**src/rtl/out_cond_defines.vh**
```
// Purpose: constants for the output conditioning block
// Assumes: 50 MHz system clock
// Notes: delays are in 0.01 s ticks
`ifndef OUT_COND_DEFINES_VH
`define OUT_COND_DEFINES_VH
// Register indices (byte address = 4 * index)
`define REG_TRIP_MASK      4'h0
`define REG_FUNC_CONTACT1  4'h1
`define REG_FUNC_CONTACT2  4'h2
`define REG_FUNC_TRANS     4'h3
`define REG_TRIP_ON_DLY    4'h4
`define REG_TRIP_OFF_DLY   4'h5
`define REG_GEN_ON_DLY     4'h6
`define REG_GEN_OFF_DLY    4'h7
`define REG_POLARITY       4'h8
`define REG_STATUS         4'h9
// Reset values
`define RST_TRIP_MASK      3'h2
`define RST_FUNC_CONTACT1  8'h1D
`define RST_FUNC_CONTACT2  8'h0E
`define RST_FUNC_TRANS     8'h01
`define RST_DELAY          16'h0000
`define RST_POLARITY       3'h0
// Function code of the trip function
`define FUNC_TRIP          8'h1D
// Mask field positions
`define MASK_LOW_VOLT      0
`define MASK_OTHER_TRIP    1
`define MASK_RESTART_FAIL  2
// Polarity / status bit positions
`define OUT_CONTACT1       0
`define OUT_TRANS          1
`define OUT_CONTACT2       2
// Tick period: 10 ms at 20 ns
`define TICK_PERIOD_NS     10000000
`define CLK_PERIOD_NS      20
`endif

```
**src/rtl/fault_output_conditioner.v**
```verilog
// Purpose: trip routing, on/off delays and polarity for three digital outputs
// Assumes: fault and function inputs come from other clock domains or pins
// Notes: register port: addr, wdata, write strobe, read strobe, rdata next cycle
//
// Overview of operation
// - Mask bit 0 set routes a low-voltage trip to the trip function.
// - Mask bit 1 set routes any other fault trip to the trip function.
// - Mask bit 2 set routes a failed auto restart to the trip function.
// - The cause mask resets to 010, only other fault trips enabled.
// - An output whose selector holds code 29 follows the trip; contact one resets to it.
// - A trip-assigned output turns on after the trip-assert delay, reset zero.
// - A trip-assigned output turns off after the trip-release delay, reset zero.
// - Ordinary outputs turn on after the general assert delay, reset zero.
// - Ordinary outputs turn off after the separate general release delay.
// - General delays cover all three outputs except trip-assigned ones.
// - Polarity 0 gives normally open, 1 gives normally closed (inverted).
// - Polarity is three bits reset 000, bit 0 contact one, bit 1 transistor.
//
// Implementation choices: the register offsets and the plain strobed port.
`include "out_cond_defines.vh"
`timescale 1ns/1ns
`default_nettype none

module fault_output_conditioner #(
  parameter TICK_CYCLES = `TICK_PERIOD_NS / `CLK_PERIOD_NS,
  parameter DLY_W = 16
) (
  // Clock and reset
  input wire CLK_SYS_IN,
  input wire RSTN_IN,
  // Register port
  input wire [3:0] ADDR_IN,
  input wire [15:0] WDATA_IN,
  input wire WR_IN,
  input wire RD_IN,
  output reg [15:0] RDATA_OUT,
  // Fault causes
  input wire LOW_VOLT_TRIP_IN,
  input wire OTHER_TRIP_IN,
  input wire RESTART_FAIL_IN,
  // Ordinary function levels, bit order contact1, transistor, contact2
  input wire [2:0] FUNC_LEVEL_IN,
  // Physical outputs
  output reg CONTACT_OUTPUT_ONE_OUT,
  output reg TRANSISTOR_OUTPUT_OUT,
  output reg CONTACT_OUTPUT_TWO_OUT
);

  // ************************************
  // Input synchronisers
  // ************************************
  reg [5:0] sync1;
  reg [5:0] sync2;
  always @(posedge CLK_SYS_IN or negedge RSTN_IN) begin
    if (!RSTN_IN) begin
      sync1 <= 6'h00;
      sync2 <= 6'h00;
    end else begin
      sync1 <= {FUNC_LEVEL_IN, RESTART_FAIL_IN, OTHER_TRIP_IN, LOW_VOLT_TRIP_IN};
      sync2 <= sync1;
    end
  end

  // ************************************
  // Registers
  // ************************************
  reg [2:0] trip_mask;
  reg [7:0] func_sel [0:2];
  reg [DLY_W-1:0] trip_on_dly;
  reg [DLY_W-1:0] trip_off_dly;
  reg [DLY_W-1:0] gen_on_dly;
  reg [DLY_W-1:0] gen_off_dly;
  reg [2:0] polarity;
  reg [2:0] logical;
  wire trip_qual;

  always @(posedge CLK_SYS_IN or negedge RSTN_IN) begin
    if (!RSTN_IN) begin
      trip_mask <= `RST_TRIP_MASK;
      func_sel[0] <= `RST_FUNC_CONTACT1;
      func_sel[1] <= `RST_FUNC_TRANS;
      func_sel[2] <= `RST_FUNC_CONTACT2;
      trip_on_dly <= `RST_DELAY;
      trip_off_dly <= `RST_DELAY;
      gen_on_dly <= `RST_DELAY;
      gen_off_dly <= `RST_DELAY;
      polarity <= `RST_POLARITY;
    end else if (WR_IN) begin
      case (ADDR_IN)
        `REG_TRIP_MASK: trip_mask <= WDATA_IN[2:0];
        `REG_FUNC_CONTACT1: func_sel[0] <= WDATA_IN[7:0];
        `REG_FUNC_TRANS: func_sel[1] <= WDATA_IN[7:0];
        `REG_FUNC_CONTACT2: func_sel[2] <= WDATA_IN[7:0];
        `REG_TRIP_ON_DLY: trip_on_dly <= WDATA_IN[DLY_W-1:0];
        `REG_TRIP_OFF_DLY: trip_off_dly <= WDATA_IN[DLY_W-1:0];
        `REG_GEN_ON_DLY: gen_on_dly <= WDATA_IN[DLY_W-1:0];
        `REG_GEN_OFF_DLY: gen_off_dly <= WDATA_IN[DLY_W-1:0];
        `REG_POLARITY: polarity <= WDATA_IN[2:0];
        default: trip_mask <= trip_mask;
      endcase
    end
  end

  function [15:0] read_mux;
    input [3:0] a;
    begin
      case (a)
        `REG_TRIP_MASK: read_mux = {13'h0000, trip_mask};
        `REG_FUNC_CONTACT1: read_mux = {8'h00, func_sel[0]};
        `REG_FUNC_TRANS: read_mux = {8'h00, func_sel[1]};
        `REG_FUNC_CONTACT2: read_mux = {8'h00, func_sel[2]};
        `REG_TRIP_ON_DLY: read_mux = trip_on_dly;
        `REG_TRIP_OFF_DLY: read_mux = trip_off_dly;
        `REG_GEN_ON_DLY: read_mux = gen_on_dly;
        `REG_GEN_OFF_DLY: read_mux = gen_off_dly;
        `REG_POLARITY: read_mux = {13'h0000, polarity};
        `REG_STATUS: read_mux = {9'h000, trip_qual, logical, CONTACT_OUTPUT_TWO_OUT,
          TRANSISTOR_OUTPUT_OUT, CONTACT_OUTPUT_ONE_OUT};
        default: read_mux = 16'h0000;
      endcase
    end
  endfunction

  // Read data stand only in the cycle after the strobe
  always @(posedge CLK_SYS_IN or negedge RSTN_IN) begin
    if (!RSTN_IN) begin
      RDATA_OUT <= 16'h0000;
    end else if (RD_IN) begin
      RDATA_OUT <= read_mux(ADDR_IN);
    end else begin
      RDATA_OUT <= 16'h0000;
    end
  end

  // ************************************
  // Trip qualification and tick
  // ************************************
  assign trip_qual = (trip_mask[`MASK_LOW_VOLT] & sync2[0]) |
                     (trip_mask[`MASK_OTHER_TRIP] & sync2[1]) |
                     (trip_mask[`MASK_RESTART_FAIL] & sync2[2]);

  reg [23:0] tick_cnt;
  wire tick;
  assign tick = (tick_cnt == TICK_CYCLES - 1);
  always @(posedge CLK_SYS_IN or negedge RSTN_IN) begin
    if (!RSTN_IN) begin
      tick_cnt <= 24'h000000;
    end else if (tick) begin
      tick_cnt <= 24'h000000;
    end else begin
      tick_cnt <= tick_cnt + 24'h000001;
    end
  end

  // ************************************
  // Per-output delay
  // ************************************
  // Trip-assigned outputs bypass the general delays
  function is_trip_func;
    input [7:0] code;
    begin
      is_trip_func = (code == `FUNC_TRIP);
    end
  endfunction

  function [DLY_W-1:0] pick_delay;
    input trip_sel;
    input level;
    input [DLY_W-1:0] t_on;
    input [DLY_W-1:0] t_off;
    input [DLY_W-1:0] g_on;
    input [DLY_W-1:0] g_off;
    begin
      if (trip_sel) begin
        pick_delay = level ? t_on : t_off;
      end else begin
        pick_delay = level ? g_on : g_off;
      end
    end
  endfunction

  reg [2:0] req;
  reg [2:0] trip_sel;
  reg [DLY_W-1:0] dly0;
  reg [DLY_W-1:0] dly1;
  reg [DLY_W-1:0] dly2;
  reg [DLY_W-1:0] dcnt0;
  reg [DLY_W-1:0] dcnt1;
  reg [DLY_W-1:0] dcnt2;
  reg [DLY_W-1:0] next_dcnt0;
  reg [DLY_W-1:0] next_dcnt1;
  reg [DLY_W-1:0] next_dcnt2;
  reg [2:0] next_logical;

  always @* begin
    trip_sel[0] = is_trip_func(func_sel[0]);
    trip_sel[1] = is_trip_func(func_sel[1]);
    trip_sel[2] = is_trip_func(func_sel[2]);
    req[0] = trip_sel[0] ? trip_qual : sync2[3];
    req[1] = trip_sel[1] ? trip_qual : sync2[4];
    req[2] = trip_sel[2] ? trip_qual : sync2[5];
    dly0 = pick_delay(trip_sel[0], req[0], trip_on_dly, trip_off_dly, gen_on_dly, gen_off_dly);
    dly1 = pick_delay(trip_sel[1], req[1], trip_on_dly, trip_off_dly, gen_on_dly, gen_off_dly);
    dly2 = pick_delay(trip_sel[2], req[2], trip_on_dly, trip_off_dly, gen_on_dly, gen_off_dly);
  end

  // Counter clears whenever the request agrees, so a revert cancels
  always @* begin
    next_logical = logical;
    next_dcnt0 = dcnt0;
    next_dcnt1 = dcnt1;
    next_dcnt2 = dcnt2;
    if (req[0] == logical[0]) begin
      next_dcnt0 = {DLY_W{1'b0}};
    end else if (dcnt0 >= dly0) begin
      next_logical[0] = req[0];
      next_dcnt0 = {DLY_W{1'b0}};
    end else if (tick) begin
      next_dcnt0 = dcnt0 + {{(DLY_W-1){1'b0}}, 1'b1};
    end
    if (req[1] == logical[1]) begin
      next_dcnt1 = {DLY_W{1'b0}};
    end else if (dcnt1 >= dly1) begin
      next_logical[1] = req[1];
      next_dcnt1 = {DLY_W{1'b0}};
    end else if (tick) begin
      next_dcnt1 = dcnt1 + {{(DLY_W-1){1'b0}}, 1'b1};
    end
    if (req[2] == logical[2]) begin
      next_dcnt2 = {DLY_W{1'b0}};
    end else if (dcnt2 >= dly2) begin
      next_logical[2] = req[2];
      next_dcnt2 = {DLY_W{1'b0}};
    end else if (tick) begin
      next_dcnt2 = dcnt2 + {{(DLY_W-1){1'b0}}, 1'b1};
    end
  end

  always @(posedge CLK_SYS_IN or negedge RSTN_IN) begin
    if (!RSTN_IN) begin
      logical <= 3'h0;
      dcnt0 <= {DLY_W{1'b0}};
      dcnt1 <= {DLY_W{1'b0}};
      dcnt2 <= {DLY_W{1'b0}};
    end else begin
      logical <= next_logical;
      dcnt0 <= next_dcnt0;
      dcnt1 <= next_dcnt1;
      dcnt2 <= next_dcnt2;
    end
  end

  // ************************************
  // Polarity
  // ************************************
  always @(posedge CLK_SYS_IN or negedge RSTN_IN) begin
    if (!RSTN_IN) begin
      CONTACT_OUTPUT_ONE_OUT <= 1'b0;
      TRANSISTOR_OUTPUT_OUT <= 1'b0;
      CONTACT_OUTPUT_TWO_OUT <= 1'b0;
    end else begin
      CONTACT_OUTPUT_ONE_OUT <= logical[0] ^ polarity[`OUT_CONTACT1];
      TRANSISTOR_OUTPUT_OUT <= logical[1] ^ polarity[`OUT_TRANS];
      CONTACT_OUTPUT_TWO_OUT <= logical[2] ^ polarity[`OUT_CONTACT2];
    end
  end

endmodule
`default_nettype wire

```
**config.mk**
```make
export PLATFORM = sky130hd
export DESIGN_NAME = fault_output_conditioner
export DESIGN_NICKNAME = d
export VERILOG_FILES = /design/src/rtl/fault_output_conditioner.v
export VERILOG_INCLUDE_DIRS = /design/src /design/src/rtl
export SDC_FILE = /design/constraint.sdc
export NUM_CORES = 1
export LEC_CHECK = 0
export ABC_AREA = 1
export BUFFER_PORTS_ARGS = -buffer_cell sky130_fd_sc_hd__clkbuf_2
export CORE_ASPECT_RATIO = 0.9
export CORE_MARGIN = 10
export CORE_UTILIZATION = 55
export DETAILED_ROUTE_END_ITERATION = 12
export PLACE_DENSITY_LB_ADDON = 0.2
export REMOVE_ABC_BUFFERS = 1
export SLEW_MARGIN = 10
export SYNTH_ARGS = -nofsm -noshare
export SYNTH_HDL_FRONTEND = slang
export SYNTH_SLANG_ARGS = --single-unit
```
**constraint.sdc**
```tcl
create_clock -name CLK_SYS_IN -period 2.8 [get_ports CLK_SYS_IN]
set_input_delay 0.14 -clock CLK_SYS_IN [delete_from_list [all_inputs] [get_ports CLK_SYS_IN]]
set_output_delay 0.14 -clock CLK_SYS_IN [all_outputs]
set_load 0.005 [all_outputs]
```
Yosys cells after proc, flatten, opt, wreduce, memory -nomap -nowiden. Index checks and enable logic that the tools add are counted.

Register bits: 200. Latch bits: 0. Memory bits (writable): 0. Memory bits (read-only): 0. Bits of input ports: 30. Output and inout port bits: 19. Word-level logic and storage cells: 96. Memories: 0.

Add/sub/neg operators: 4. $mul: 0. Div/mod/pow operators: 0. Magnitude comparators: 3. Equal/unequal tests: 16. Shift operators: 0. Muxes and demuxes: 24. Bitwise operators: 11. Reductions and logical operators: 16.

Operators with widths (number): 2-to-1 mux 16 bit (19); case mux 16 bit (10 select lines) (1); adder 16 x 1 -> 16 bit (second input constant) (3); >= comparator 16 bit (3); adder 24 x 1 -> 24 bit (second input constant) (1); equality test 24 x 19 -> 1 bit (second input constant) (1); equality test 8 x 5 -> 1 bit (second input constant) (3); 2-to-1 mux 24 bit (1); AND reduction 2 bit (12); equality test 4 x 3 -> 1 bit (second input constant) (4); nonzero test 3 bit (3); equality test 4 x 2 -> 1 bit (second input constant) (2); equality test 4 bit (second input constant) (2); equality test 4 x 1 -> 1 bit (second input constant) (1); logical NOT 4 bit (1); AND 1 bit (3); equality test 1 bit (3); 2-to-1 mux 1 bit (3); NOT 1 bit (3); bitwise XOR 1 bit (3); bitwise OR 1 bit (2).

Longest topological paths before layout. Gate-level depths: netlist of the first run.

Depth in word-level cells: 9. Gate-level depth with buffers: 22. Depth with buffers taken out: 20.

Worst setup path after synthesis of the first run. OpenSTA, ideal clock, no wires.

Kind: register -> register. Start: register func_sel[8] (netlist name). End: register dcnt1[10]. Data arrival time: 2.838 ns. Data required time: 2.734 ns. Slack: -0.103 ns. Cell stages (with the launch flop): 20. Path buffers: 2. Cells stage by stage: dfstp_2 > nand2_1 > nor2_2 > nand2_2 > inv_1 > clkbuf_1 > o21ai_0 > o21ai_0 > inv_1 > ha_1 > nand2_1 > inv_1 > nand2_1 > nand2_1 > nor2_1 > nand2_1 > a21oi_1 > clkbuf_1 > nand4_1 > nand2_1.

Longest elaborated chain between the ends: 7.

Ends and longest elaborated chain: start, declared (line fault_output_conditioner.v:68) `reg [7:0] func_sel [0:2];`; equality test 8 x 5 -> 1 bit (no source line) (*); 2-to-1 mux 1 bit (line fault_output_conditioner.v:200) `req[1] = trip_sel[1] ? trip_qual : sync2[4];`; 2-to-1 mux 16 bit, on equally long branches (line fault_output_conditioner.v:177, fault_output_conditioner.v:175); 2-to-1 mux 16 bit (line fault_output_conditioner.v:174) `if (trip_sel) begin`; >= comparator 16 bit (line fault_output_conditioner.v:223) `end else if (dcnt1 >= dly1) begin`; 2-to-1 mux 16 bit (line fault_output_conditioner.v:223); 2-to-1 mux 16 bit (line fault_output_conditioner.v:221) `if (req[1] == logical[1]) begin`; end signal, assigned (line fault_output_conditioner.v:243) `dcnt1 <= {DLY_W{1'b0}};`; end signal, assigned (line fault_output_conditioner.v:248) `dcnt1 <= next_dcnt1;`; end, declared (line fault_output_conditioner.v:188) `reg [DLY_W-1:0] dcnt1;`.

Mark *: on every way between the ends. The rest lies on a longest branch, timed or not. A chain may end at the register's enable or synchronous reset.

Worst setup path in the final report of the first run.
Start: register func_sel[20] (netlist name). End: register dcnt0[10].

Longest elaborated chain between the ends: 7.

Ends and longest elaborated chain: equality test 8 x 5 -> 1 bit (no source line) (*); 2-to-1 mux 1 bit (line fault_output_conditioner.v:199) `req[0] = trip_sel[0] ? trip_qual : sync2[3];`; 2-to-1 mux 16 bit, on equally long branches (line fault_output_conditioner.v:177, fault_output_conditioner.v:175); 2-to-1 mux 16 bit (line fault_output_conditioner.v:174); >= comparator 16 bit (line fault_output_conditioner.v:215) `end else if (dcnt0 >= dly0) begin`; 2-to-1 mux 16 bit (line fault_output_conditioner.v:215); 2-to-1 mux 16 bit (line fault_output_conditioner.v:213) `if (req[0] == logical[0]) begin`; end signal, assigned (line fault_output_conditioner.v:242) `dcnt0 <= {DLY_W{1'b0}};`; end signal, assigned (line fault_output_conditioner.v:247) `dcnt0 <= next_dcnt0;`; end, declared (line fault_output_conditioner.v:187) `reg [DLY_W-1:0] dcnt0;`.

Marked as above.

==> impl_metrics.tcl, run 1 <==
set metrics [dict create \
    outcome "complete, but fails checks" \
    violations "negative setup slack" \
    crit_chain "nand2_2 > nor2_4 > nand2_4 > nand2_4 > nand2_4 > inv_8 > buf_12 > buf_16 > o21ai_0 > nand2_1 > inv_1 > ha_1 > nand2_2 > nor2_1 > nor2_1 > nand3_2 > a21oi_4 > buf_4 > clkbuf_16 > nand3_1 > nand2_1" \
    async_reset_ff_share_pct 100 \
    dr.pass1.iters 6 \
    wl_per_cell_um 18.7 \
    final.min_clock_period_ps 2970 \
    r2r_cells 21 \
    skew_ps 16.1 \
    timing.final.ws_setup_ps -173 \
    r2r_start "func_sel[20]" \
    dp_hpwl_um 27100 \
    worstReg2RegEnd "dcnt0[10]" \
    die_area_mm2 0.0295 \
    grt_setup_unrepaired "yes" \
    hp-class "primary input to register" \
    synth-main-ff-cell "dfrtp_1" \
    setup_viol 51 \
    drc 0 \
    startpoint_type "register" \
    vias 12800 \
    num_antenna_cells 0 \
    powerDensity_mw_per_mm2 538 \
    relSlewSlack_pct 27.4 \
    insertion_delay_ps 450 \
    worstSetupPathType "register to register" \
    fin_crit_sh_pct 106 \
    startpoint "func_sel[20]" \
    wirelength_um 40800 \
    dp_cells 2087 \
    track_usage_pct 26.6 \
    cts_made_buffers 17 \
    grt_pass1_wl_um 63900 \
    cp_num_cells 21 \
    clk_pin_slew_worst_paths_ps 90 \
    cts_sinks 200 \
    syn-instance-count 1739 \
    synth_seq_cells 200 \
    hold_viol 0 \
    final_cells 2176 \
    path_delay_family "simple AND/OR/NAND/NOR gates" \
    fillCellCount 1856 \
    grt_overflow_total 0 \
    min_path_cells 3 \
    cpPeakStageDelay_ps 550 \
    tritoncts "yes" \
    worst_hold_path.endpoint "pick_delay.t_off[13]" \
    antenna_found_initial 0 \
    grt_start_max_net_pins 78 \
    rows 52 \
    fp.dieH_um 164 \
    area.growth.synth_to_final_pct 24.1 \
    layout_commonest_cell "nand2_1" \
    synth_seq_area_share_pct 39.6 \
    core_mm2 0.0226 \
    drv_slew 0 \
    vias_per_cell 5.87 \
    cp.required_ps 3190 \
    drtIter0Drc 1529 \
    endpoint_kind "register" \
    finalPower_uw 8440 \
    cpMaxStageDelayCell "dfstp_2" \
    die-width_um 180 \
    syn_area_per_cell_um2 7.27 \
    cts_htree_levels 4 \
    crit_fanout 12 \
    p_leak_uw 0.00780 \
    nNetsFinal 1948 \
    crit_top_cell "nand2_4" \
    cts-root-buf "clkbuf_16" \
    portBuffers 48 \
    cp.buffers_inverters 6 \
    synth_edf_count 0 \
    drive_gt1_share_pct 19.8 \
    max_cap_violations 0 \
    clockBufferDepth 2 \
    place.gp.congestion 0.982 \
    synthDistinctLibCells 40 \
    grt_pass1_vias 11800 \
    ant_nets 0 \
    netlist_area_mm2 0.0127 \
    ir_drop_uv 398 \
    min_from "WDATA_IN[13]" \
    pin_count 49 \
    initial_core_util_pct 56.0 \
    worst_pin_slew_ps 1090 \
    arrival_ps 3360 \
    final_cell_mix "nand2_1, inv_1, o21ai_0" \
    r2r_setup_slack_ps -170 \
    clock.fmax_mhz 336 \
    ys_warn_count 0 \
]
## how the worst max path moves through the flow
stage                       to  slack, ps
finish               dcnt0[10]       -170
global route          dcnt0[7]       -330
CTS                  dcnt1[15]        -80
detailed placement    dcnt1[4]       -230
global placement      dcnt1[1]       -160
floorplan           logical[1]      -1280
## logic make-up after synthesis
logic type | Yosys count | synth area share, %
and+or+nand+nor | 796 | 27.6
AOI/OAI and AO/OA | 340 | 14.4
DFF | 200 | 39.6
buffers and inverters | 306 | 10.1
adders and majority gates | 52 | 5.14
xor gates and xnor gates | 45 | 3.12
## worst min-delay path, cell delays in order
cell,delay (ps)
clkbuf_2,80
inv_1,100
o21ai_0,90
## layer usage
layer	part of all wire, %	vias to the layer above	track usage, %
met4	2.7	0	8.64
met5	0	-	0
met3	8.4	104	4.42
met2	46	664	42.0
met1	42	6011	36.6
li1	-	5988	-
## power breakdown
group	total (uW)	internal [uW]	switching, uW
Sequential	3610	3250	368
Clock	2640	1330	1320
Combinational	2180	801	1380
## flip-flops by register name, summed over array words and instances, names as in the netlist
| signal | cells |
|---|---|
| is_trip_func.code | 8 |
| pick_delay.t_on | 16 |
| gen_off_dly | 16 |
| sync1 | 6 |
| dcnt1 | 16 |
| CONTACT_OUTPUT_TWO_OUT | 1 |
| trip_mask | 3 |
| CONTACT_OUTPUT_ONE_OUT | 1 |
| polarity | 3 |
| TRANSISTOR_OUTPUT_OUT | 1 |
| dcnt0 | 16 |
| RDATA_OUT | 16 |
| tick_cnt | 24 |
| dcnt2 | 16 |
| logical | 3 |
| gen_on_dly | 16 |
| func_sel | 16 |
| sync2 | 6 |
| pick_delay.t_off | 16 |
## synthesized netlist by cell type (2+ instances only)
cell type	count	share of area [%]
inv_2	9	0.27
a21oi_1	25	0.99
a211oi_1	2	0.12
nor2_2	6	0.30
a221oi_1	6	0.42
nand3_1	93	3.7
clkbuf_1	30	0.89
o21a_1	3	0.18
o21ai_0	262	10
nor2_1	139	4.1
a21oi_4	3	0.39
o211ai_1	4	0.24
o2111ai_1	2	0.14
inv_1	230	6.8
xor2_1	42	2.9
buf_4	3	0.18
nand2_2	10	0.49
nand2_4	4	0.36
nor4_1	2	0.099
clkbuf_2	7	0.28
dfstp_2	9	1.9
o22ai_1	23	1.1
nor3b_1	2	0.12
buf_6	11	0.98
dfrtp_1	191	38
nand2_1	421	12
ha_1	52	5.1
o21ai_1	8	0.32
nor3_1	34	1.3
nand3_2	5	0.40
xnor2_1	3	0.21
buf_2	15	0.59
nand4_1	76	3.8
## cell type report
| type | instances | area (um2) | share of cell area [%] |
|---|---|---|---|
| clock buffers | 18 | 439 | 2.80 |
| clock inverters | 14 | 190 | 1.21 |
| inverters | 239 | 928 | 5.91 |
| multi-input cells | 1233 | 7050 | 44.9 |
| flip-flops and latches | 200 | 5020 | 32.0 |
| well taps | 297 | 372 | 2.37 |
| repair buffers | 175 | 1710 | 10.9 |
## stage by stage
| stage | area, um2 | utilization (%) | hold WS, ps | setup TNS, ps | setup WS, ps |
|---|---|---|---|---|---|
| after floorplan | 12300 | - | -156 | -63790 | -1280 |
| after global placement | 13500 | 59.8 | 214 | -4010 | -157 |
| after detailed placement | 13500 | 59.8 | 214 | -5930 | -235 |
| after CTS | 15200 | 67.2 | 2.03 | -2030 | -83.4 |
| after global routing | 15700 | 69.5 | 36.3 | -13160 | -329 |
| final | 15700 | 69.5 | 3.22 | -6660 | -173 |
## timing repair
action	4_1_cts	5_1_grt
hold endpoints to repair	95	0
resized for setup	174	128
pin swaps	83	78
cloned	15	2
hold buffers	13	0
buffers inserted	14	14
setup endpoints to repair	51	51
Power figures use the tool's default switching activity.
==> run 2, diff against run 1 <==
- ABC_CLOCK_PERIOD_IN_PS: unset -> 2800
- CTS_BUF_LIST: unset -> sky130_fd_sc_hd__clkbuf_8
- RECOVER_POWER: unset -> 25
==> run 2 against run 1 <==
Compared with the run above:
- the flow finishes with violations (max-capacitance violations, max-slew violations, negative setup slack)
- core utilization is 0.25 points lower
- count of clock-buffer cells in the layout stayed put
- critical path depth is 2 lower
- critical path type unchanged
- cell count hardly changed
- flip-flop and latch count stayed put
- clock skew is 12 ps higher
- largest power group unchanged
- sequential share of layout area is 0.12 points higher
- global-route usage hardly changed
==> impl_metrics.tcl, run 2 (synthesized netlist as in run 1, its figures left out) <==
set metrics [dict create \
    grt_overflow_total 0 \
    worstSetupPathType "register to register" \
    violations "max-capacitance violations, max-slew violations, negative setup slack" \
    die_area_mm2 0.0295 \
    grt_pass1_wl_um 64000 \
    dp_cells 2087 \
    crit_fanout 14 \
    layout_commonest_cell "nand2_1" \
    fin_crit_sh_pct 107 \
    area.growth.synth_to_final_pct 23.6 \
    rows 52 \
    top_register "tick_cnt" \
    tritoncts "yes" \
    pin_count 49 \
    setup_viol 51 \
    core_mm2 0.0226 \
    cpMaxStageDelayCell "dfstp_2" \
    grt_pass1_vias 11900 \
    die-width_um 180 \
    ir_drop_uv 331 \
    worst_pin_slew_ps 2030 \
    grt_start_max_net_pins 78 \
    setup_tns_ps -5990 \
    cts_made_buffers 17 \
    cts-root-buf "clkbuf_8" \
    num_antenna_cells 0 \
    drtIter0Drc 1644 \
    vias 12900 \
    timing.final.ws_setup_ps -187 \
    final_cell_mix "nand2_1, inv_1, dfrtp_1" \
    endpoint_kind "register" \
    outcome "complete, but fails checks" \
    nNetsFinal 1950 \
    cpPeakStageDelay_ps 560 \
    drive_gt1_share_pct 21.1 \
    relSlewSlack_pct -35.6 \
    clockBufferDepth 2 \
    largest_reg_flops 24 \
    powerDensity_mw_per_mm2 502 \
    dp_hpwl_um 27100 \
    fp.dieH_um 164 \
    dr.pass1.iters 8 \
    drv_slew 76 \
    max_cap_violations 1 \
    r2r_setup_slack_ps -190 \
    wl_per_cell_um 18.7 \
    arrival_ps 3410 \
    grt_setup_unrepaired "yes" \
    track_usage_pct 26.6 \
    clk_pin_slew_worst_paths_ps 130 \
    insertion_delay_ps 500 \
    startpoint_type "register" \
    clock.fmax_mhz 335 \
    place.gp.congestion 0.982 \
    cts_htree_levels 4 \
    wirelength_um 40800 \
    drc 0 \
    cts_sinks 200 \
    portBuffers 48 \
    final.min_clock_period_ps 2990 \
    crit_chain "nand2_2 > nor2_4 > nand2_2 > buf_6 > buf_8 > o21ai_2 > o21ai_2 > nand2_1 > inv_1 > ha_1 > nand2_2 > nor2_1 > nor2_1 > nand3_2 > a21oi_4 > buf_12 > buf_8 > nand3_2 > nand2_1" \
    finalPower_uw 7850 \
    hold_viol 0 \
    place_ws_ps -235 \
    hold_slack_ps 26.8 \
    hp-class "primary input to register" \
    skew_ps 28.0 \
    p_leak_uw 0.00772 \
    ant_nets 0 \
    cp.required_ps 3220 \
    vias_per_cell 5.91 \
    antenna_found_initial 0 \
    initial_core_util_pct 56.0 \
    crit_top_cell "nand2_2" \
    final_cells 2178 \
]
-- run 2: timing repair --
action	4_1_cts	5_1_grt
pin swaps	60	101
buffers inserted	18	12
setup endpoints to repair	51	51
hold endpoints to repair	113	0
gates resized for setup	182	159
gates cloned	15	4
hold buffers	16	0
-- run 2: power by group --
group / internal (uW) / leakage, uW / total (uW) / switching, uW
Sequential: 3250 / 0.00260 / 3620 / 375
Clock: 800 / 0.000216 / 2050 / 1250
Combinational: 793 / 0.00491 / 2180 / 1380
-- run 2: area by class of cell --
cell class                 instances  area [um2]
inverter                         239         933
clock buffer                      18         248
multi-input combinational       1233        7180
timing repair buffer             177        1710
tap                              297         372
clock inverter                    14         190
sequential                       200        5020
fill                            1867        6930
-- run 2: per-stage QoR --
stage | util [%] | cell area (um2)
floorplan | - | 12300
global placement | 59.8 | 13500
detailed placement | 59.8 | 13500
CTS | 66.8 | 15100
global route | 69.3 | 15600
finish | 69.3 | 15600
-- run 2: worst paths after layout --
kind,from,end,cells past startpoint
setup / recovery,is_trip_func.code[2],dcnt2[14],19
hold / removal,WDATA_IN[6],func_sel[14],3
setup reg to reg,is_trip_func.code[2],dcnt2[14],19
hold reg to reg,sync1[1],sync2[1],0
max in group asynchronous,RSTN_IN,trip_mask[1],3
min in group asynchronous,RSTN_IN,dcnt1[13],2
-- run 2: worst max-delay path: cells and delay by family (launching register included) --
family          cells  cell delay, ps
compound gates      3             370
buf+inv             5             630
fa+ha+maj           1             310
simple gates       10            1030
flops               1             560
-- run 2: layer usage --
layer / wire length, um / global-route usage, % / up-vias
li1: - / - / 5993
met1: 17400 / 36.4 / 6108
met2: 18700 / 42.5 / 643
met3: 3490 / 4.71 / 121
met4: 1230 / 7.74 / 0
met5: 0 / 0 / -
